===== config.mk =====
export PLATFORM = sky130hd
export DESIGN_NAME = fbse_handler
export DESIGN_NICKNAME = d
export VERILOG_FILES = /design/src/fbse_pkg.sv /design/src/fbse_err_if.sv /design/src/fbse_err_latch.sv /design/src/fbse_handler.sv
export SDC_FILE = /design/constraint.sdc
export NUM_CORES = 1
export LEC_CHECK = 0
export BUFFER_PORTS_ARGS = -buffer_cell sky130_fd_sc_hd__buf_2
export CAP_MARGIN = 40
export CELL_PAD_IN_SITES_DETAIL_PLACEMENT = 1
export CELL_PAD_IN_SITES_GLOBAL_PLACEMENT = 2
export CORE_UTILIZATION = 20
export CTS_CLUSTER_SIZE = 20
export DETAILED_ROUTE_END_ITERATION = 8
export PLACE_DENSITY_LB_ADDON = 0.1
export SYNTH_ARGS = -nofsm -noshare
export SYNTH_HDL_FRONTEND = slang
export SYNTH_SLANG_ARGS = --single-unit

===== constraint.sdc =====
create_clock -name MCLK_IN -period 1.94 [get_ports MCLK_IN]
set_input_delay 0 -clock MCLK_IN [delete_from_list [all_inputs] [get_ports MCLK_IN]]
set_output_delay 0 -clock MCLK_IN [all_outputs]
set_load 0.005 [all_outputs]

===== src/fbse_pkg.sv =====
// package of the fieldbus state error handler: states, request codes, error codes
// assumes one clock domain; the master's requests arrive synchronous to it
package fbse_pkg;

    // =====================================================================
    // slave state machine states, gray coded along init-preop-safeop-op
    typedef enum logic [2:0] {
        ST_INIT   = 3'h0,
        ST_PREOP  = 3'h1,
        ST_SAFEOP = 3'h3,
        ST_OP     = 3'h2,
        ST_BOOT   = 3'h4
    } fbse_state_t;

    localparam fbse_state_t STATE_RESET = ST_INIT;

    // =====================================================================
    // state codes carried by a transition request
    localparam logic [3:0] REQ_INIT = 4'h1;
    localparam logic [3:0] REQ_PREOP = 4'h2;
    localparam logic [3:0] REQ_BOOT = 4'h3;
    localparam logic [3:0] REQ_SAFEOP = 4'h4;
    localparam logic [3:0] REQ_OP = 4'h8;

    // =====================================================================
    // error codes
    localparam logic [7:0] MAIN_COMM = 8'h80;
    localparam logic [7:0] MAIN_SM = 8'h81;
    localparam logic [3:0] SUB_MEM_RANGE = 4'h3;
    localparam logic [3:0] SUB_FW_WRITE = 4'h5;
    localparam logic [3:0] SUB_DESC_MISMATCH = 4'h6;
    localparam logic [3:0] SUB_ILLEGAL_TR = 4'h1;
    localparam logic [3:0] SUB_UNKNOWN_TR = 4'h2;
    localparam logic [3:0] SUB_BOOT_UNSUP = 4'h3;
    localparam logic [3:0] SUB_FW_INCOMPAT = 4'h4;
    localparam logic [3:0] SUB_MBX_BOOT = 4'h5;
    localparam logic [7:0] MAIN_RESET = 8'h00;
    localparam logic [3:0] SUB_RESET = 4'h0;

    // highest memory address that the master may reach
    localparam logic [15:0] MEM_ADDR_LIMIT = 16'h0fff;

    // =====================================================================
    // front display characters (ascii)
    localparam logic [7:0] CHR_E = 8'h45;
    localparam logic [7:0] CHR_R = 8'h72;
    localparam logic [7:0] CHR_BLANK = 8'h20;
    localparam logic [7:0] CHR_DIGIT0 = 8'h30;
    localparam logic [7:0] CHR_LETTER_A = 8'h61;
    localparam logic [39:0] DISP_RESET = {5{8'h20}};

endpackage


===== src/fbse_err_if.sv =====
// carrier of one error report from the detector to the code latch
// assumes both ends sit on the same clock
`timescale 1ns/1ps
`default_nettype none

interface fbse_err_if;
    logic evt;
    logic [7:0] main_code;
    logic [3:0] sub_code;

    modport src (output evt, output main_code, output sub_code);
    modport sink (input evt, input main_code, input sub_code);
endinterface

`default_nettype wire


===== src/fbse_err_latch.sv =====
// latch of the most recent error code and its front display text
// assumes the report pulse lasts one cycle; clear is a level or pulse
`timescale 1ns/1ps
`default_nettype none

module fbse_err_latch
    import fbse_pkg::*;
(
    input wire logic clk_in,
    input wire logic arst_n_in,
    fbse_err_if.sink err,
    input wire logic clear_in,
    output logic active_out,
    output logic [7:0] main_out,
    output logic [3:0] sub_out,
    output logic [39:0] disp_out
);
    import fbse_pkg::*;

    // =====================================================================
    // code to character
    function automatic logic [7:0] hex_chr(input logic [3:0] d);
        if (d < 4'ha) begin
            hex_chr = CHR_DIGIT0 + {4'h0, d};
        end else begin
            hex_chr = CHR_LETTER_A + {4'h0, d - 4'ha};
        end
    endfunction

    logic active_reg;
    logic [7:0] main_reg;
    logic [3:0] sub_reg;
    logic [39:0] disp_reg;
    logic active_next;
    logic [39:0] disp_next;

    // a new report wins over a clear in the same cycle
    assign active_next = err.evt | (active_reg & ~clear_in);
    assign disp_next = err.evt ? {CHR_E, CHR_R, hex_chr(err.main_code[7:4]),
                                  hex_chr(err.main_code[3:0]), hex_chr(err.sub_code)}
                     : (active_next ? disp_reg : DISP_RESET);

    // =====================================================================
    // storage
    always_ff @(posedge clk_in or negedge arst_n_in) begin
        if (!arst_n_in) begin
            active_reg <= 1'b0;
            main_reg <= MAIN_RESET;
            sub_reg <= SUB_RESET;
            disp_reg <= DISP_RESET;
        end else begin
            active_reg <= active_next;
            main_reg <= err.evt ? err.main_code : main_reg;
            sub_reg <= err.evt ? err.sub_code : sub_reg;
            disp_reg <= disp_next;
        end
    end

    assign active_out = active_reg;
    assign main_out = main_reg;
    assign sub_out = sub_reg;
    assign disp_out = disp_reg;

    // =====================================================================
    // checks
    property p_disp_code;
        @(posedge clk_in) disable iff (!arst_n_in)
        err.evt |=> active_reg && disp_reg[39:24] == {CHR_E, CHR_R}
            && disp_reg[7:0] == hex_chr($past(err.sub_code));
    endproperty
    a_disp_code: assert property (p_disp_code) else $error("display lost the code");

    property p_clear;
        @(posedge clk_in) disable iff (!arst_n_in)
        clear_in && !err.evt |=> !active_reg && disp_reg == DISP_RESET;
    endproperty
    a_clear: assert property (p_clear) else $error("clear did not blank the display");

endmodule

`default_nettype wire


===== src/fbse_handler.sv =====
// fieldbus slave state machine with its error detection and reporting
// assumes the master's request, memory access and fault inputs are synchronous
//
// Operation
// - memory access beyond the limit reports 80/3, state kept.
// - firmware write failure in boot reports 80/5, state kept.
// - description file mismatch in init reports 80/6, state kept.
// - illegal transition reports 81/1; operational falls to safe-operational.
// - request for a nonexistent state reports 81/2; operational falls to safe-operational.
// - unsupported init-to-boot request reports 81/3, state stays init.
// - incompatible firmware in boot or init reports 81/4, state kept.
// - mailbox unfit for boot during init-to-boot reports 81/5, ends in init.
`timescale 1ns/1ps
`default_nettype none

module fbse_handler
    import fbse_pkg::*;
(
    input wire logic MCLK_IN,
    input wire logic ARST_N_IN,
    input wire logic REQ_VALID_IN,
    input wire logic [3:0] REQ_STATE_IN,
    input wire logic MEM_REQ_IN,
    input wire logic [15:0] MEM_ADDR_IN,
    input wire logic FW_WRITE_FAIL_IN,
    input wire logic DESC_MISMATCH_IN,
    input wire logic FW_INCOMPAT_IN,
    input wire logic BOOT_SUPPORTED_IN,
    input wire logic MBX_BOOT_OK_IN,
    input wire logic ERR_CLEAR_IN,
    output logic [2:0] STATE_OUT,
    output logic ERR_EVENT_OUT,
    output logic ERR_ACTIVE_OUT,
    output logic [7:0] ERR_MAIN_OUT,
    output logic [3:0] ERR_SUB_OUT,
    output logic [39:0] DISP_OUT
);
    import fbse_pkg::*;

    // =====================================================================
    // request decoding
    function automatic fbse_state_t code_to_state(input logic [3:0] c);
        case (c)
            REQ_PREOP: code_to_state = ST_PREOP;
            REQ_BOOT: code_to_state = ST_BOOT;
            REQ_SAFEOP: code_to_state = ST_SAFEOP;
            REQ_OP: code_to_state = ST_OP;
            default: code_to_state = ST_INIT;
        endcase
    endfunction

    // transitions other than init to boot, which has checks of its own
    function automatic logic legal_step(input fbse_state_t from, input fbse_state_t to);
        case (from)
            ST_INIT: legal_step = (to == ST_PREOP);
            ST_PREOP: legal_step = (to == ST_INIT) || (to == ST_SAFEOP);
            ST_SAFEOP: legal_step = (to == ST_INIT) || (to == ST_PREOP) || (to == ST_OP);
            ST_OP: legal_step = (to == ST_INIT) || (to == ST_PREOP) || (to == ST_SAFEOP);
            default: legal_step = (to == ST_INIT);
        endcase
    endfunction

    fbse_state_t state_reg;
    fbse_state_t state_next;
    fbse_state_t req_st;
    logic err_event_reg;

    wire req_known = (REQ_STATE_IN == REQ_INIT) || (REQ_STATE_IN == REQ_PREOP)
                  || (REQ_STATE_IN == REQ_BOOT) || (REQ_STATE_IN == REQ_SAFEOP)
                  || (REQ_STATE_IN == REQ_OP);
    assign req_st = code_to_state(REQ_STATE_IN);
    wire req_ok = REQ_VALID_IN && req_known;
    wire req_same = req_ok && (req_st == state_reg);
    wire req_boot = req_ok && (state_reg == ST_INIT) && (req_st == ST_BOOT);

    // =====================================================================
    // fault detection, each limited to the states where it applies
    wire err_unknown = REQ_VALID_IN && !req_known;
    wire err_illegal = req_ok && !req_same && !req_boot
                    && !legal_step(state_reg, req_st);
    wire err_boot_unsup = req_boot && !BOOT_SUPPORTED_IN;
    wire err_mbx = req_boot && BOOT_SUPPORTED_IN && !MBX_BOOT_OK_IN;
    wire err_fw_incompat = FW_INCOMPAT_IN
                        && ((state_reg == ST_INIT) || (state_reg == ST_BOOT));
    wire err_desc = DESC_MISMATCH_IN && (state_reg == ST_INIT);
    wire err_fw_write = FW_WRITE_FAIL_IN && (state_reg == ST_BOOT);
    wire err_mem = MEM_REQ_IN && (MEM_ADDR_IN > MEM_ADDR_LIMIT);
    wire err_any = err_unknown || err_illegal || err_boot_unsup || err_mbx
                || err_fw_incompat || err_desc || err_fw_write || err_mem;

    // one code per cycle: transition faults first, then firmware and description faults, then memory
    wire [3:0] sub_sel = err_unknown ? SUB_UNKNOWN_TR
                       : err_illegal ? SUB_ILLEGAL_TR
                       : err_boot_unsup ? SUB_BOOT_UNSUP
                       : err_mbx ? SUB_MBX_BOOT
                       : err_fw_incompat ? SUB_FW_INCOMPAT
                       : err_desc ? SUB_DESC_MISMATCH
                       : err_fw_write ? SUB_FW_WRITE
                       : SUB_MEM_RANGE;
    wire main_is_sm = err_unknown || err_illegal || err_boot_unsup || err_mbx
                   || err_fw_incompat;

    // =====================================================================
    // next state: a bad request keeps lower states and drops op to safeop
    wire fall_back = (err_unknown || err_illegal) && (state_reg == ST_OP);
    wire step_ok = req_ok && !req_same
                && (req_boot ? (BOOT_SUPPORTED_IN && MBX_BOOT_OK_IN)
                             : legal_step(state_reg, req_st));

    always_comb begin
        state_next = state_reg;
        if (fall_back) begin
            state_next = ST_SAFEOP;
        end else if (step_ok) begin
            state_next = req_st;
        end
    end

    always_ff @(posedge MCLK_IN or negedge ARST_N_IN) begin
        if (!ARST_N_IN) begin
            state_reg <= STATE_RESET;
            err_event_reg <= 1'b0;
        end else begin
            state_reg <= state_next;
            err_event_reg <= err_any;
        end
    end

    // =====================================================================
    // error code latch and display
    fbse_err_if err_bus ();
    assign err_bus.evt = err_any;
    assign err_bus.main_code = main_is_sm ? MAIN_SM : MAIN_COMM;
    assign err_bus.sub_code = sub_sel;

    fbse_err_latch u_fbse_err_latch (
        .clk_in(MCLK_IN),
        .arst_n_in(ARST_N_IN),
        .err(err_bus.sink),
        .clear_in(ERR_CLEAR_IN),
        .active_out(ERR_ACTIVE_OUT),
        .main_out(ERR_MAIN_OUT),
        .sub_out(ERR_SUB_OUT),
        .disp_out(DISP_OUT)
    );

    assign STATE_OUT = state_reg;
    assign ERR_EVENT_OUT = err_event_reg;

    // =====================================================================
    // checks
    property p_mem;
        @(posedge MCLK_IN) disable iff (!ARST_N_IN)
        MEM_REQ_IN && MEM_ADDR_IN > MEM_ADDR_LIMIT && !REQ_VALID_IN && !FW_INCOMPAT_IN
            && !DESC_MISMATCH_IN && !FW_WRITE_FAIL_IN
        |=> ERR_MAIN_OUT == 8'h80 && ERR_SUB_OUT == 4'h3 && $stable(STATE_OUT);
    endproperty
    a_mem: assert property (p_mem) else $error("memory range fault misreported");

    property p_fw_write;
        @(posedge MCLK_IN) disable iff (!ARST_N_IN)
        state_reg == ST_BOOT && FW_WRITE_FAIL_IN && !REQ_VALID_IN && !FW_INCOMPAT_IN
        |=> ERR_MAIN_OUT == 8'h80 && ERR_SUB_OUT == 4'h5 && state_reg == ST_BOOT;
    endproperty
    a_fw_write: assert property (p_fw_write)
        else $error("firmware write fault misreported");

    property p_desc;
        @(posedge MCLK_IN) disable iff (!ARST_N_IN)
        state_reg == ST_INIT && DESC_MISMATCH_IN && !REQ_VALID_IN && !FW_INCOMPAT_IN
        |=> ERR_MAIN_OUT == 8'h80 && ERR_SUB_OUT == 4'h6 && state_reg == ST_INIT
            && ERR_EVENT_OUT;
    endproperty
    a_desc: assert property (p_desc) else $error("description mismatch misreported");

    property p_illegal_op;
        @(posedge MCLK_IN) disable iff (!ARST_N_IN)
        state_reg == ST_OP && REQ_VALID_IN && REQ_STATE_IN == REQ_BOOT
        |=> state_reg == ST_SAFEOP && ERR_MAIN_OUT == 8'h81 && ERR_SUB_OUT == 4'h1;
    endproperty
    a_illegal_op: assert property (p_illegal_op)
        else $error("illegal request from op wrong");

    property p_unknown;
        @(posedge MCLK_IN) disable iff (!ARST_N_IN)
        state_reg != ST_OP && REQ_VALID_IN && !req_known
        |=> $stable(state_reg) && ERR_MAIN_OUT == 8'h81 && ERR_SUB_OUT == 4'h2;
    endproperty
    a_unknown: assert property (p_unknown) else $error("unknown request handled wrong");

    property p_boot_unsup;
        @(posedge MCLK_IN) disable iff (!ARST_N_IN)
        state_reg == ST_INIT && REQ_VALID_IN && REQ_STATE_IN == REQ_BOOT && !BOOT_SUPPORTED_IN
        |=> state_reg == ST_INIT && ERR_MAIN_OUT == 8'h81 && ERR_SUB_OUT == 4'h3
            && ERR_EVENT_OUT;
    endproperty
    a_boot_unsup: assert property (p_boot_unsup)
        else $error("unsupported boot not refused");

    property p_fw_incompat;
        @(posedge MCLK_IN) disable iff (!ARST_N_IN)
        state_reg == ST_BOOT && FW_INCOMPAT_IN && !REQ_VALID_IN
        |=> ERR_MAIN_OUT == 8'h81 && ERR_SUB_OUT == 4'h4 && state_reg == ST_BOOT;
    endproperty
    a_fw_incompat: assert property (p_fw_incompat)
        else $error("firmware mismatch misreported");

    property p_mbx;
        @(posedge MCLK_IN) disable iff (!ARST_N_IN)
        state_reg == ST_INIT && REQ_VALID_IN && REQ_STATE_IN == REQ_BOOT
            && BOOT_SUPPORTED_IN && !MBX_BOOT_OK_IN
        |=> state_reg == ST_INIT && ERR_MAIN_OUT == 8'h81 && ERR_SUB_OUT == 4'h5;
    endproperty
    a_mbx: assert property (p_mbx) else $error("mailbox boot fault misreported");

    property p_fw_incompat_init;
        @(posedge MCLK_IN) disable iff (!ARST_N_IN)
        state_reg == ST_INIT && FW_INCOMPAT_IN && !REQ_VALID_IN
        |=> ERR_MAIN_OUT == 8'h81 && ERR_SUB_OUT == 4'h4 && state_reg == ST_INIT;
    endproperty
    a_fw_incompat_init: assert property (p_fw_incompat_init)
        else $error("firmware mismatch in init misreported");

    property p_unknown_op;
        @(posedge MCLK_IN) disable iff (!ARST_N_IN)
        state_reg == ST_OP && REQ_VALID_IN && !req_known
        |=> state_reg == ST_SAFEOP && ERR_MAIN_OUT == 8'h81 && ERR_SUB_OUT == 4'h2;
    endproperty
    a_unknown_op: assert property (p_unknown_op)
        else $error("unknown request from op handled wrong");

    property p_event;
        @(posedge MCLK_IN) disable iff (!ARST_N_IN)
        err_any |=> ERR_EVENT_OUT && ERR_ACTIVE_OUT && DISP_OUT[39:24] == {CHR_E, CHR_R};
    endproperty
    a_event: assert property (p_event)
        else $error("fault not latched");

endmodule

`default_nettype wire


# Word-level counts from Yosys, hierarchy flattened
# Cells that the tools add are included.
# word_totals
regBits	57
in_bits	30
word_cells	98
# op_classes
add_sub_neg	9
order_cmp	4
eq_ne	15
n_mux	18
bitwise	3
n_reduce_logical	43
# ops
op	count
$mux W40	2
$mux W3	9
$add A7 B4 Y8 const A	3
$mux W8	3
$logic_and A1 B1 Y1	18
$gt A16 B12 Y1 const B	1
$logic_or A1 B1 Y1	16
$eq A3 B2 Y1 const B	4
$pmux W3 S4	1
$eq A4 B2 Y1 const B	2
$add A6 B1 Y7 const A	1
$add A6 B3 Y7 const A	1
$add A6 B4 Y7 const AB	1
$eq A3 B1 Y1 const B	2
$eq A3 B3 Y1 const B	2
$logic_not A1 Y1	6
$logic_not A3 Y1	2
$eq A4 B1 Y1 const B	1
$eq A4 B3 Y1 const B	1
$eq A4 B4 Y1 const B	1
$lt A1 B4 Y1 const B	1
$lt A3 B4 Y1 const B	1
$lt A4 B4 Y1 const AB	1
$pmux W1 S4	1
other kinds (10)	11

# Longest topological paths before layout
# Gate-level depths: netlist of run 1.
# logic_depth
ltp_word	21
ltp_mapped	8

# Cells and area by module
# Synthesis of run 1 repeated with hierarchy kept, for this count alone.
# unflattened
cells_unflattened	258
area_unflattened_um2	2388.5
# by_module_without_submodules
mod	n_inst	cells_per_inst	area_each_um2
fbse_err_latch	1	171	1725.4
fbse_handler	1	87	663.1

# Worst setup path before layout of run 1
# Ideal clock, no wire load.
# synth_path
path_kind	reg2reg
startpoint	register state_reg[0], in the netlist STATE_OUT[0]
endpoint	register u_fbse_err_latch.sub_reg[2], in the netlist u_fbse_err_latch.sub_out[2]
setup_ps	120
arrival_ps	1815
slack_ps	6
stages_incl_launch_ff	9
n_path_buf	2
path_cell_list	dfrtp_1 > clkbuf_1 > nor3_1 > a21oi_1 > o221ai_2 > o21ai_2 > or3_4 > buf_6 > and3_1
# synth_via
elab_chain_cells	13
# synth_lines
element	line_no	source
from (decl)	fbse_handler.sv:63	fbse_state_t state_reg;
from (signal assigned)	fbse_handler.sv:124	state_reg <= state_next;
branches (longest 13 deep; another with $eq A3 B3 Y1)	--	
to (signal assigned)	fbse_err_latch.sv:54	sub_reg <= err.evt ? err.sub_code : sub_reg;
to (decl)	fbse_err_latch.sv:32	logic [3:0] sub_reg;
# Parallel ways; which one is timed is not known.
# A chain may end at the register's enable or synchronous reset.

# Worst setup path after layout of run 1
# Ends and elaborated chain as after synthesis.

==> results.tsv, run 1 <==
metric	value	unit
critPathCaptureType	register	
overflow	0	
criticalPathCategory	reg2reg	
dp.cells	299	
synthCells	163	
gp_congestion	0.726	
period_minus_slack	1.92	ns
h-tree-depth	1	
synth_top_family_by_area	buffers and inverters	
muxShareOfSynthArea	0.00712	
rows	30	
io_pins	87	
synthSimpleGateAreaFrac	0.220	
hold_path_startpoint	ERR_CLEAR_IN	
skew	0.000497	ns
hold_class	in2reg	
critPathMaxFanout	7	
r2r_slack	0.02	ns
power_frac_comb	0.547	
clock-sinks	16	
holdPathStages	3	
cp-start-kind	register	
seqPwrFrac	0.297	
antenna_found_initial	0	
power_density	1090	nW/um^2
synth-compound-area-share	0.192	
dieArea	7370	um^2
hold_viol	0	
grt_pass1_wl	5.96	mm
fp.dieW	85.9	um
tritoncts	done	
grtUsageTotal	0.104	
viasPerCell	3.99	
setup_viol	0	
drt_pass1_iterations	3	
arrival	2.06	ns
timing.final.crit_share	0.991	
r2r_end	u_fbse_err_latch.sub_out[2]$_DFFE_PN0P_	
synthArstFlopShare	1.00	
routedWlPerCell	12.7	um
cap_viol_max_count	0	
coreArea	6790	um^2
start_util	0.207	
critical_path_required	2.08	ns
switching_share	0.385	
ant_nets	0	
hpwl	3.13	mm
die_height	85.9	um
cts-buffers-inserted	3	
leakagePower	0.821	nW
clockBufferDepth	2	
rsz0062_at_grt	true	
p_switching	0.000741	W
vias	1225	
path_clk_slew	0.06	ns
reg2reg_depth	7	
nets	242	
worstSkewPairLatency	0.25	ns
numPortBuffers	42	
drc	0	
seq_area_frac_synth	0.286	
first_iter_violations	17	
syn_area	1410	um^2
synth-adder-area-share	0	
status	complete, no violations	
final_cells	307	
cts-root-buf	clkbuf_8	
synth.distinct_cells	50	
final_util	0.260	
ys_seq_elements	16	
grt_max_degree	17	
irDropWorstVdd	0.000229	V
routed_wirelength	3.91	mm
timing.fmax	0.520	GHz
syn_area_per_cell	8.63	um^2
whs_endpoint	u_fbse_err_latch.active_out$_DFF_PN0_	
synth_flop_cell	dfrtp_1	
grt_pass1_vias	1206	
synth_edf_count	0	
fin_setup_tns	0	ns
reg2reg_from	STATE_OUT[0]$_DFFE_PN0P_	
clockPowerShare	0.156	
drive_gt1_frac	0.445	
areaGrowthSynthToFinish	25.8	%
drv_slew	0	
synth_warnings	0	
synth_xor_xnor_area_share	0.0187	
p_int	0.00118	W
num_antenna_cells	0	
## cells by family (layout without fill, tap and decap cells)
family	count (synthesis)	in the layout
flip-flops	16	16
XOR/XNOR	3	3
buffers and inverters	52	70
other	2	32
AND/OR/NAND/NOR	53	53
AO/OA/AOI/OAI	36	36
multiplexers	1	1
## synthesized netlist by cell type, drive strengths merged, types with 2 or more instances
cell type,number,area (um^2)
buf,47,363
dfrtp,15,375
nand2,12,45.0
nand3,9,45.0
nor2,8,30.0
o21ai,6,33.8
a21oi,5,25.0
and3,4,26.3
nor2b,4,25.0
a31oi,3,18.8
inv,3,11.3
nor3,3,25.0
or3,3,28.8
a21boi,2,15.0
a21o,2,15.0
a31o,2,17.5
clkbuf,2,7.51
conb,2,7.51
nand2b,2,12.5
o211ai,2,15.0
o21bai,2,15.0
o22ai,2,12.5
xnor2,2,17.5
## how the worst max path moves through the flow
| stage | to | start | slack, ns |
|---|---|---|---|
| finish | u_fbse_err_latch.sub_out[2]$_DFFE_PN0P_ | STATE_OUT[0]$_DFFE_PN0P_ | 0.02 |
| global route | u_fbse_err_latch.sub_out[2]$_DFFE_PN0P_ | STATE_OUT[0]$_DFFE_PN0P_ | -0.06 |
| floorplan | u_fbse_err_latch.sub_out[2]$_DFFE_PN0P_ | STATE_OUT[0]$_DFFE_PN0P_ | 0.006 |
| detailed placement | u_fbse_err_latch.disp_out[1]$_DFFE_PN0P_ | STATE_OUT[1]$_DFFE_PN0P_ | -0.15 |
| CTS | u_fbse_err_latch.sub_out[0]$_DFFE_PN0P_ | STATE_OUT[2]$_DFFE_PN0P_ | 0.01 |
| global placement | u_fbse_err_latch.disp_out[1]$_DFFE_PN0P_ | STATE_OUT[1]$_DFFE_PN0P_ | -0.08 |
## power by group through the flow
stage	Combinational (W)	Sequential, W	Clock [W]
4_1_cts	0.000975	0.000573	0.000319
6_report	0.00105	0.000571	0.000300
3_3_place_gp	0.000926	0.000553	0
5_1_grt	0.00117	0.000593	0.000327
3_5_place_dp	0.000943	0.000562	0
2_1_floorplan	0.000594	0.000532	0
## sequential cells by signal, summed over array words and instances, names as in the netlist
name / cells
ERR_EVENT_OUT: 1
STATE_OUT: 3
u_fbse_err_latch.active_out: 1
u_fbse_err_latch.disp_out: 6
u_fbse_err_latch.main_out: 2
u_fbse_err_latch.sub_out: 3
## placed cells by master (no fill, tap or decap), types with 3 or more instances in the layout
| master | n |
|---|---|
| a21oi_1 | 4 |
| a31oi_1 | 3 |
| and3_1 | 3 |
| buf_2 | 42 |
| buf_4 | 17 |
| buf_6 | 3 |
| clkbuf_8 | 4 |
| conb_1 | 32 |
| dfrtp_1 | 12 |
| dfrtp_2 | 3 |
| inv_1 | 3 |
| nand2_1 | 10 |
| nand3_1 | 6 |
| nand3_2 | 3 |
| nor2_1 | 6 |
| nor2b_1 | 4 |
| o21ai_0 | 5 |
## area by class of cell
type,count,area (um^2)
clock buffers,4,55.1
fillers,811,5020
inverters,3,11.3
multi-input cells,125,796
flip-flops and latches,16,405
well taps,96,120
repair buffers,63,382
## metal layers
layer / part of all wire / global-route usage / wire length (um) / up-vias
met5: 0 / 0 / 0 / -
met3: 0.050 / 0.0164 / 195 / 4
met1: 0.44 / 0.130 / 1740 / 591
met2: 0.50 / 0.185 / 1960 / 40
li1: - / - / - / 590
met4: 0.0054 / 0.0273 / 21 / 0
## critical path: stages, from the launching register on
cell	delay, ns
dfrtp_2	0.45
buf_6	0.14
nand2_2	0.05
nand2_2	0.06
a311oi_4	0.37
o21ai_2	0.14
or3_4	0.44
and3_1	0.17
## stage by stage
stage	total power (W)	cell area, um^2	setup WS [ns]	hold WS, ns
floorplan	0.00113	1520	0.00584	-0.296
global placement	0.00148	1610	-0.0762	-0.0622
detailed placement	0.00150	1610	-0.149	-0.0447
CTS	0.00187	1690	0.0137	0.0645
global route	0.00209	1770	-0.0596	0.110
finish	0.00192	1770	0.0177	0.0755
## what timing repair did
item / in CTS / in global routing
endpoints found under the setup margin: 12 / 11
endpoints found under the hold margin: 16 / 0
hold buffers: 1 / 0
gates resized for setup: 6 / 13
setup buffers: 0 / 3
pin swaps: 1 / 5
Note: power is estimated with default switching activity, not from simulation.
==> inputs of run 2 (changes only) <==
--- a/config.mk
+++ b/config.mk
@@ -5,6 +5,7 @@
 export SDC_FILE = /design/constraint.sdc
 export NUM_CORES = 1
 export LEC_CHECK = 0
+export ABC_AREA = 0
 export BUFFER_PORTS_ARGS = -buffer_cell sky130_fd_sc_hd__buf_2
 export CAP_MARGIN = 40
 export CELL_PAD_IN_SITES_DETAIL_PLACEMENT = 1
==> constraint.sdc (replaced) <==
create_clock -name MCLK_IN -period 1.5 [get_ports MCLK_IN]
set_input_delay 0 -clock MCLK_IN [delete_from_list [all_inputs] [get_ports MCLK_IN]]
set_output_delay 0 -clock MCLK_IN [all_outputs]
set_load 0.005 [all_outputs]
==> run 2 against run 1 <==
Net effect: the run now ends with setup timing left; cell area increased by 8.6%; first-iteration DRC count increased by 130%; worst setup slack got worse by 0.31 ns; hold slack improved by 0.0099 ns; fmax increased by 7.4%; final cell count increased by 5.2%; via count increased by 4.0%; clock power increased by 32%; critical path depth unchanged; combinational power increased by 44%; critical path type unchanged; highest routed layer unchanged.
==> results.tsv, run 2 (same netlist as run 1, synthesis figures left out) <==
metric	value	unit	change
drt_pass1_iterations	3		unchanged
topRoutingLayerUsed	met4		unchanged
criticalPathCategory	reg2reg		unchanged
clockBufferDepth	2		unchanged
hold_viol	0		unchanged
wl_met3	199	um	was 195 um
hold_class	in2reg		unchanged
overflow	0		unchanged
drive_gt1_frac	0.507		was 0.445
critPathCaptureType	register		unchanged
first_iter_violations	39		was 17
met1Wirelength	1.81	mm	was 1.74 mm
violations	setup timing		
antenna_found_initial	0		unchanged
fin_setup_tns	-3.27	ns	was 0 ns
drc	0		unchanged
leakagePower	0.913	nW	was 0.821 nW
start_util	0.207		unchanged
num_antenna_cells	0		unchanged
num-fill-cells	814		was 811
setup_viol	16		was 0
clock-sinks	16		unchanged
cap_viol_max_count	0		unchanged
period_minus_slack	1.79	ns	was 1.92 ns
routedWlPerCell	12.5	um	was 12.7 um
grtUsageTotal	0.109		was 0.104
timing.final.crit_share	1.19		was 0.991
rows	30		unchanged
nets	258		was 242
grt_max_degree	17		unchanged
worst_slack	-0.290	ns	was 0.0177 ns
arrival	1.93	ns	was 2.06 ns
timing.fmax	0.559	GHz	was 0.520 GHz
grt_pass1_wl	6.30	mm	was 5.96 mm
skew	0.00145	ns	was 0.000497 ns
rsz0062_at_grt	true		unchanged
areaGrowthSynthToFinish	36.7	%	was 25.8%
dieArea	7370	um^2	unchanged
io_pins	87		unchanged
final_common_cell	buf_2		unchanged
routed_wirelength	4.04	mm	was 3.91 mm
routed-wl-met2	2.02	mm	was 1.96 mm
path_clk_slew	0.07	ns	was 0.06 ns
ant_nets	0		unchanged
largest_reg_flops	6		unchanged
die_height	85.9	um	unchanged
critical_path_required	1.64	ns	was 2.08 ns
cts-buffers-inserted	3		unchanged
irDropWorstVdd	0.000326	V	was 0.000229 V
viasPerCell	3.94		was 3.99
vias	1274		was 1225
grt_pass1_vias	1249		was 1206
holdPathStages	3		unchanged
h-tree-depth	1		unchanged
cp-start-kind	register		unchanged
drv_slew	0		unchanged
tritoncts	done		unchanged
hpwl	3.33	mm	was 3.13 mm
worstSkewPairLatency	0.25	ns	about the same
fp.dieW	85.9	um	unchanged
numPortBuffers	42		unchanged
reg2reg_depth	7		unchanged
power_density	1380	nW/um^2	was 1090 nW/um^2
status	finished, violations left		was complete, no violations
final_cell_mix	buf_2 (42), buf_4 (35), conb_1 (32)		was buf_2 (42), conb_1 (32), buf_4 (17)
cts-root-buf	clkbuf_8		unchanged
coreArea	6790	um^2	unchanged
critPathMaxFanout	4		was 7
whs	0.0854	ns	was 0.0755 ns
gp_congestion	0.856		was 0.726
## run 2: changes by cell type in the layout (fill, tap and decap cells not counted), moves of 3 or more
cell,delta
buf_6,-3
o21ai_0,-3
buf_4,+18
o21ai_1,+3
## run 2: where the power goes
part,internal [W],switching (W)
Sequential,0.000590,0.000144
Clock,0.000233,0.000162
Combinational,0.000824,0.000691
## run 2: final cells by class
cell class                      instances  area [um^2]  area share
Timing Repair Buffer                   79          503       0.262
Multi-Input combinational cell        125          827       0.430
Inverter                                3         11.3     0.00586
Tap cell                               96          120      0.0625
Sequential cell                        16          405       0.211
Clock buffer                            4         55.1      0.0286
## run 2: final timing paths
check	start	end	slack, ns
min in group asynchronous	ARST_N_IN	u_fbse_err_latch.main_out[0]$_DFFE_PN0P_	0.21
max reg2reg	STATE_OUT[2]$_DFFE_PN0P_	STATE_OUT[0]$_DFFE_PN0P_	-0.29
min reg2reg	u_fbse_err_latch.main_out[7]$_DFFE_PN0P_	u_fbse_err_latch.main_out[7]$_DFFE_PN0P_	0.48
min	ERR_CLEAR_IN	u_fbse_err_latch.active_out$_DFF_PN0_	0.09
max	STATE_OUT[2]$_DFFE_PN0P_	STATE_OUT[0]$_DFFE_PN0P_	-0.29
max in group asynchronous	ARST_N_IN	u_fbse_err_latch.disp_out[37]$_DFFE_PN1P_	0.96
## run 2: metrics by stage
stage          cells  setup slack, ns  power, W  area, um^2   util
3_3_place_gp     311           -0.336   0.00200        1720  0.254
3_5_place_dp     311           -0.349   0.00202        1720  0.254
4_1_cts          318           -0.281   0.00251        1830  0.269
2_1_floorplan    193           -0.294   0.00156        1560      -
6_report         323           -0.290   0.00264        1920  0.283
5_1_grt          323           -0.414   0.00289        1920  0.283
## run 2: repair_timing
item                                    4_1_cts  5_1_grt
pin swaps                                     5        7
setup buffers                                 2        5
endpoints found under the setup margin       16       16
resized for setup                             8       14
hold endpoints to repair                     15        0
hold buffers                                  1        0
## run 2: worst max-delay path, cell delays in order (launching register included)
cell	delay, ns
dfrtp_2	0.46
nor3_4	0.25
a21oi_2	0.06
o221ai_2	0.21
buf_4	0.17
o22ai_4	0.06
a31o_2	0.25
a32o_1	0.21
## run 2: per-layer routing
layer / up-vias / GRT usage
met5: - / 0
met4: 0 / 0.0197
met2: 44 / 0.194
met1: 600 / 0.142
met3: 2 / 0.0135
li1: 628 / -
==> inputs of run 3 (changes only) <==
--- a/config.mk
+++ b/config.mk
@@ -10,10 +10,12 @@
 export CAP_MARGIN = 40
 export CELL_PAD_IN_SITES_DETAIL_PLACEMENT = 1
 export CELL_PAD_IN_SITES_GLOBAL_PLACEMENT = 2
-export CORE_UTILIZATION = 20
+export CORE_UTILIZATION = 27
 export CTS_CLUSTER_SIZE = 20
 export DETAILED_ROUTE_END_ITERATION = 8
 export PLACE_DENSITY_LB_ADDON = 0.1
 export SYNTH_ARGS = -nofsm -noshare
 export SYNTH_HDL_FRONTEND = slang
+export SYNTH_HIERARCHICAL = 1
 export SYNTH_SLANG_ARGS = --single-unit
+export TNS_END_PERCENT = 5
==> run 3 against run 2 <==
Net effect: the run still ends with setup timing left; largest power group unchanged; clock skew is 0.0060 ns higher; cell area is 86% higher; fmax is 21% lower; hold slack better by 0.014 ns; global-route usage is 5.3 points higher; flip-flop and latch count is 21 higher; clock power is 75% higher.
==> results.tsv, run 3 <==
metric	value	unit	change
drc	0		unchanged
start_util	0.285		was 0.207
rsz0062_at_grt	true		unchanged
hold_class	in2reg		unchanged
numPortBuffers	59		was 42
drt_pass1_iterations	4		was 3
reg2reg_depth	8		was 7
multi_input_area	1550	um^2	was 827 um^2
final_common_cell	conb_1		was buf_2
switching_share	0.374		was 0.377
worstPathCellList	or4_4 > a311oi_2 > o31a_4 > a21oi_4 > nand3_4 > buf_6 > buf_12 > mux2_2		was nor3_4 > a21oi_2 > o221ai_2 > buf_4 > o22ai_4 > a31o_2 > a32o_1
tritoncts	done		unchanged
num_antenna_cells	0		unchanged
slowest_delay	0.49	ns	was 0.46 ns
seq_area	928	um^2	was 405 um^2
cap_viol_max_count	0		unchanged
status	finished, violations left		unchanged
num-fill-cells	1009		was 814
synthTopCellsByArea	dfrtp_1 (38%), buf_4 (6.3%), o21ai_0 (5.4%)		was dfrtp_1 (27%), buf_4 (22%), nand3_1 (3.2%)
synth_area_leader_cell	dfrtp_1		unchanged
dp.cells	493		was 311
areaGrowthSynthToFinish	49.9	%	was 36.7%
worstSkewPairLatency	0.29	ns	was 0.25 ns
seq_area_frac_synth	0.388		was 0.286
h-tree-depth	2		was 1
synth.distinct_cells	54		was 50
criticalPathCategory	reg2reg		unchanged
irDropWorstVdd	0.000417	V	was 0.000326 V
clock-sinks	37		was 16
p_switching	0.00181	W	was 0.000997 W
routedWlPerCell	13.5	um	was 12.5 um
dieArea	9230	um^2	was 7370 um^2
io_pins	87		unchanged
final_cells	512		was 323
cp-start-kind	register		unchanged
routed_wirelength	6.90	mm	was 4.04 mm
synth_warnings	6		was 0
skew	0.00743	ns	was 0.00145 ns
yosys-top-cells-count	dfrtp_1 (36), o21ai_0 (26), nand2_1 (23), buf_4 (20), inv_1 (20)		was buf_4 (41), dfrtp_1 (15), nand2_1 (12), nand3_1 (9), nor2_1 (8)
nets	445		was 258
synth_flop_cell	dfrtp_1		unchanged
grt_pass1_wl	11.3	mm	was 6.30 mm
synth_edf_count	0		unchanged
hold_viol	0		unchanged
violations	setup timing		unchanged
overflow	0		unchanged
drive_gt1_frac	0.425		was 0.507
cts-root-buf	clkbuf_8		unchanged
die_height	96.1	um	was 85.9 um
p_int	0.00303	W	was 0.00165 W
largest_reg_flops	20		was 6
period_minus_slack	2.27	ns	was 1.79 ns
leakagePower	1.78	nW	was 0.913 nW
synthArstFlopShare	1.00		unchanged
first_iter_violations	19		was 39
syn_area	2390	um^2	was 1410 um^2
gp_congestion	0.800		was 0.856
arrival	2.44	ns	was 1.93 ns
fp.dieW	96.1	um	was 85.9 um
coreArea	8380	um^2	was 6790 um^2
whs	0.0994	ns	was 0.0854 ns
critPathMaxFanout	8		was 4
critical_path_required	1.68	ns	was 1.64 ns
r2r_end	u_fbse_err_latch/main_out[0]$_DFFE_PN0P_		was STATE_OUT[0]$_DFFE_PN0P_
path_clk_slew	0.08	ns	was 0.07 ns
grt_pass1_vias	2278		was 1249
r2r_slack	-0.77	ns	was -0.29 ns
clockPowerShare	0.143		was 0.149
worst_slack	-0.767	ns	was -0.290 ns
reg2reg_from	STATE_OUT[0]$_DFFE_PN0P_		was STATE_OUT[2]$_DFFE_PN0P_
drv_slew	0		unchanged
cpMaxStageDelayCell	or4_4		was dfrtp_2
rows	33		was 30
syn_area_per_cell	9.26	um^2	was 8.63 um^2
startpoint	STATE_OUT[0]$_DFFE_PN0P_		was STATE_OUT[2]$_DFFE_PN0P_
viasPerCell	4.39		was 3.94
cp.buffers_inverters	2		was 1
clockBufferDepth	2		unchanged
synthCells	258		was 163
yosysMostFrequentCell	dfrtp_1		was buf_4
synth_top_cell_area_share	0.377		was 0.267
final_cell_mix	conb_1 (63), buf_2 (59), buf_4 (39)		was buf_2 (42), buf_4 (35), conb_1 (32)
antenna_found_initial	0		unchanged
fin_setup_tns	-24.96	ns	was -3.27 ns
grtUsageTotal	0.161		was 0.109
critPathCaptureType	register		unchanged
crit_cells	8		was 7
power_frac_comb	0.547		was 0.573
vias	2249		was 1274
hpwl	5.05	mm	was 3.33 mm
ys_seq_elements	37		was 16
total_power	0.00484	W	was 0.00264 W
setup_viol	37		was 16
ant_nets	0		unchanged
timing.final.crit_share	1.51		was 1.19
cts-buffers-inserted	5		was 3
timing.fmax	0.441	GHz	was 0.559 GHz
power_density	1350	nW/um^2	was 1380 nW/um^2
critical_path.top_delay_family	simple AND/OR/NAND/NOR gates		was compound AO/OA/AOI/OAI gates
crit_path_end	u_fbse_err_latch/main_out[0]$_DFFE_PN0P_		was STATE_OUT[0]$_DFFE_PN0P_
seqPwrFrac	0.310		was 0.278
grt_max_degree	18		was 17
-- run 3: changes by cell type after synthesis, moves of 9 or more --
cell | previous run | this run
buf_4 | 41 | 20
a21oi_1 | 5 | 17
o21ai_0 | 5 | 26
dfrtp_1 | 15 | 36
inv_1 | 3 | 20
nand2_1 | 12 | 23
ha_1 | 0 | 9
mux2_2 | 0 | 10
-- run 3: final cells by class --
type                            count  area share
Tap cell                          105      0.0367
Sequential cell                    37       0.259
Inverter                           20      0.0224
Clock inverter                      2     0.00280
Multi-Input combinational cell    230       0.434
Clock buffer                        6      0.0203
Timing Repair Buffer              112       0.224
-- run 3: power groups by stage --
stage | clock (W) | sequential (W) | combinational, W
floorplan | 0 | 0.00150 | 0.00118
global placement | 0 | 0.00151 | 0.00216
detailed placement | 0 | 0.00151 | 0.00219
CTS | 0.000719 | 0.00149 | 0.00253
global route | 0.000764 | 0.00155 | 0.00293
finish | 0.000690 | 0.00150 | 0.00265
-- run 3: timing repair --
action / in CTS / in global routing
hold buffers: 1 / 0
pin swaps: 15 / 17
setup buffers: 7 / 1
endpoints found under the setup margin: 37 / 37
gates cloned: 3 / 0
endpoints found under the hold margin: 23 / 0
resized for setup: 33 / 27
-- run 3: worst register-to-register path, delay by kind of cell (launching register included) --
family          cells  cell delay, ns
buf+inv             2            0.28
flops               1            0.44
simple gates        2            0.58
mux                 1            0.33
compound gates      3            0.54
-- run 3: through the flow --
stage | util | setup WS [ns] | instance area [um^2]
3_3_place_gp | 0.382 | -0.741 | 3200
2_1_floorplan | - | -0.769 | 2640
3_5_place_dp | 0.382 | -0.856 | 3200
5_1_grt | 0.427 | -0.844 | 3580
6_report | 0.427 | -0.767 | 3580
4_1_cts | 0.418 | -0.796 | 3500
-- run 3: routing by layer --
| layer | global-route usage | share of wire | wire length, um | vias up |
|---|---|---|---|---|
| met5 | 0 | 0 | 0 | - |
| met4 | 0.0410 | 0.011 | 74 | 0 |
| met3 | 0.0292 | 0.035 | 242 | 7 |
| met2 | 0.281 | 0.48 | 3320 | 47 |
| met1 | 0.205 | 0.47 | 3260 | 1079 |
| li1 | - | - | - | 1116 |
-- run 3: cell families after synthesis --
logic type	Yosys count	synth area share
AO/OA/AOI/OAI	75	0.202
AND/OR/NAND/NOR	62	0.144
buffers and inverters	50	0.117
flip-flops	37	0.388
multiplexers	13	0.0660
adder cells (fa/ha/maj)	9	0.0471
XOR/XNOR	8	0.0293
other	4	0.00628
-- run 3: worst min-delay path by stage --
| stage | from | end | slack [ns] | cells after the start |
|---|---|---|---|---|
| CTS | ERR_CLEAR_IN | u_fbse_err_latch/disp_out[34]$_DFFE_PN0P_ | 0.09 | 4 |
| global route | ERR_CLEAR_IN | u_fbse_err_latch/disp_out[37]$_DFFE_PN1P_ | 0.12 | 3 |
| detailed placement | ARST_N_IN | u_fbse_err_latch/sub_out[0]$_DFFE_PN0P_ | -0.05 | 1 |
| global placement | ARST_N_IN | u_fbse_err_latch/sub_out[0]$_DFFE_PN0P_ | -0.05 | 1 |
| finish | ERR_CLEAR_IN | u_fbse_err_latch/disp_out[34]$_DFFE_PN0P_ | 0.1 | 4 |
| floorplan | ARST_N_IN | ERR_EVENT_OUT$_DFF_PN0_ | -0.30 | 0 |
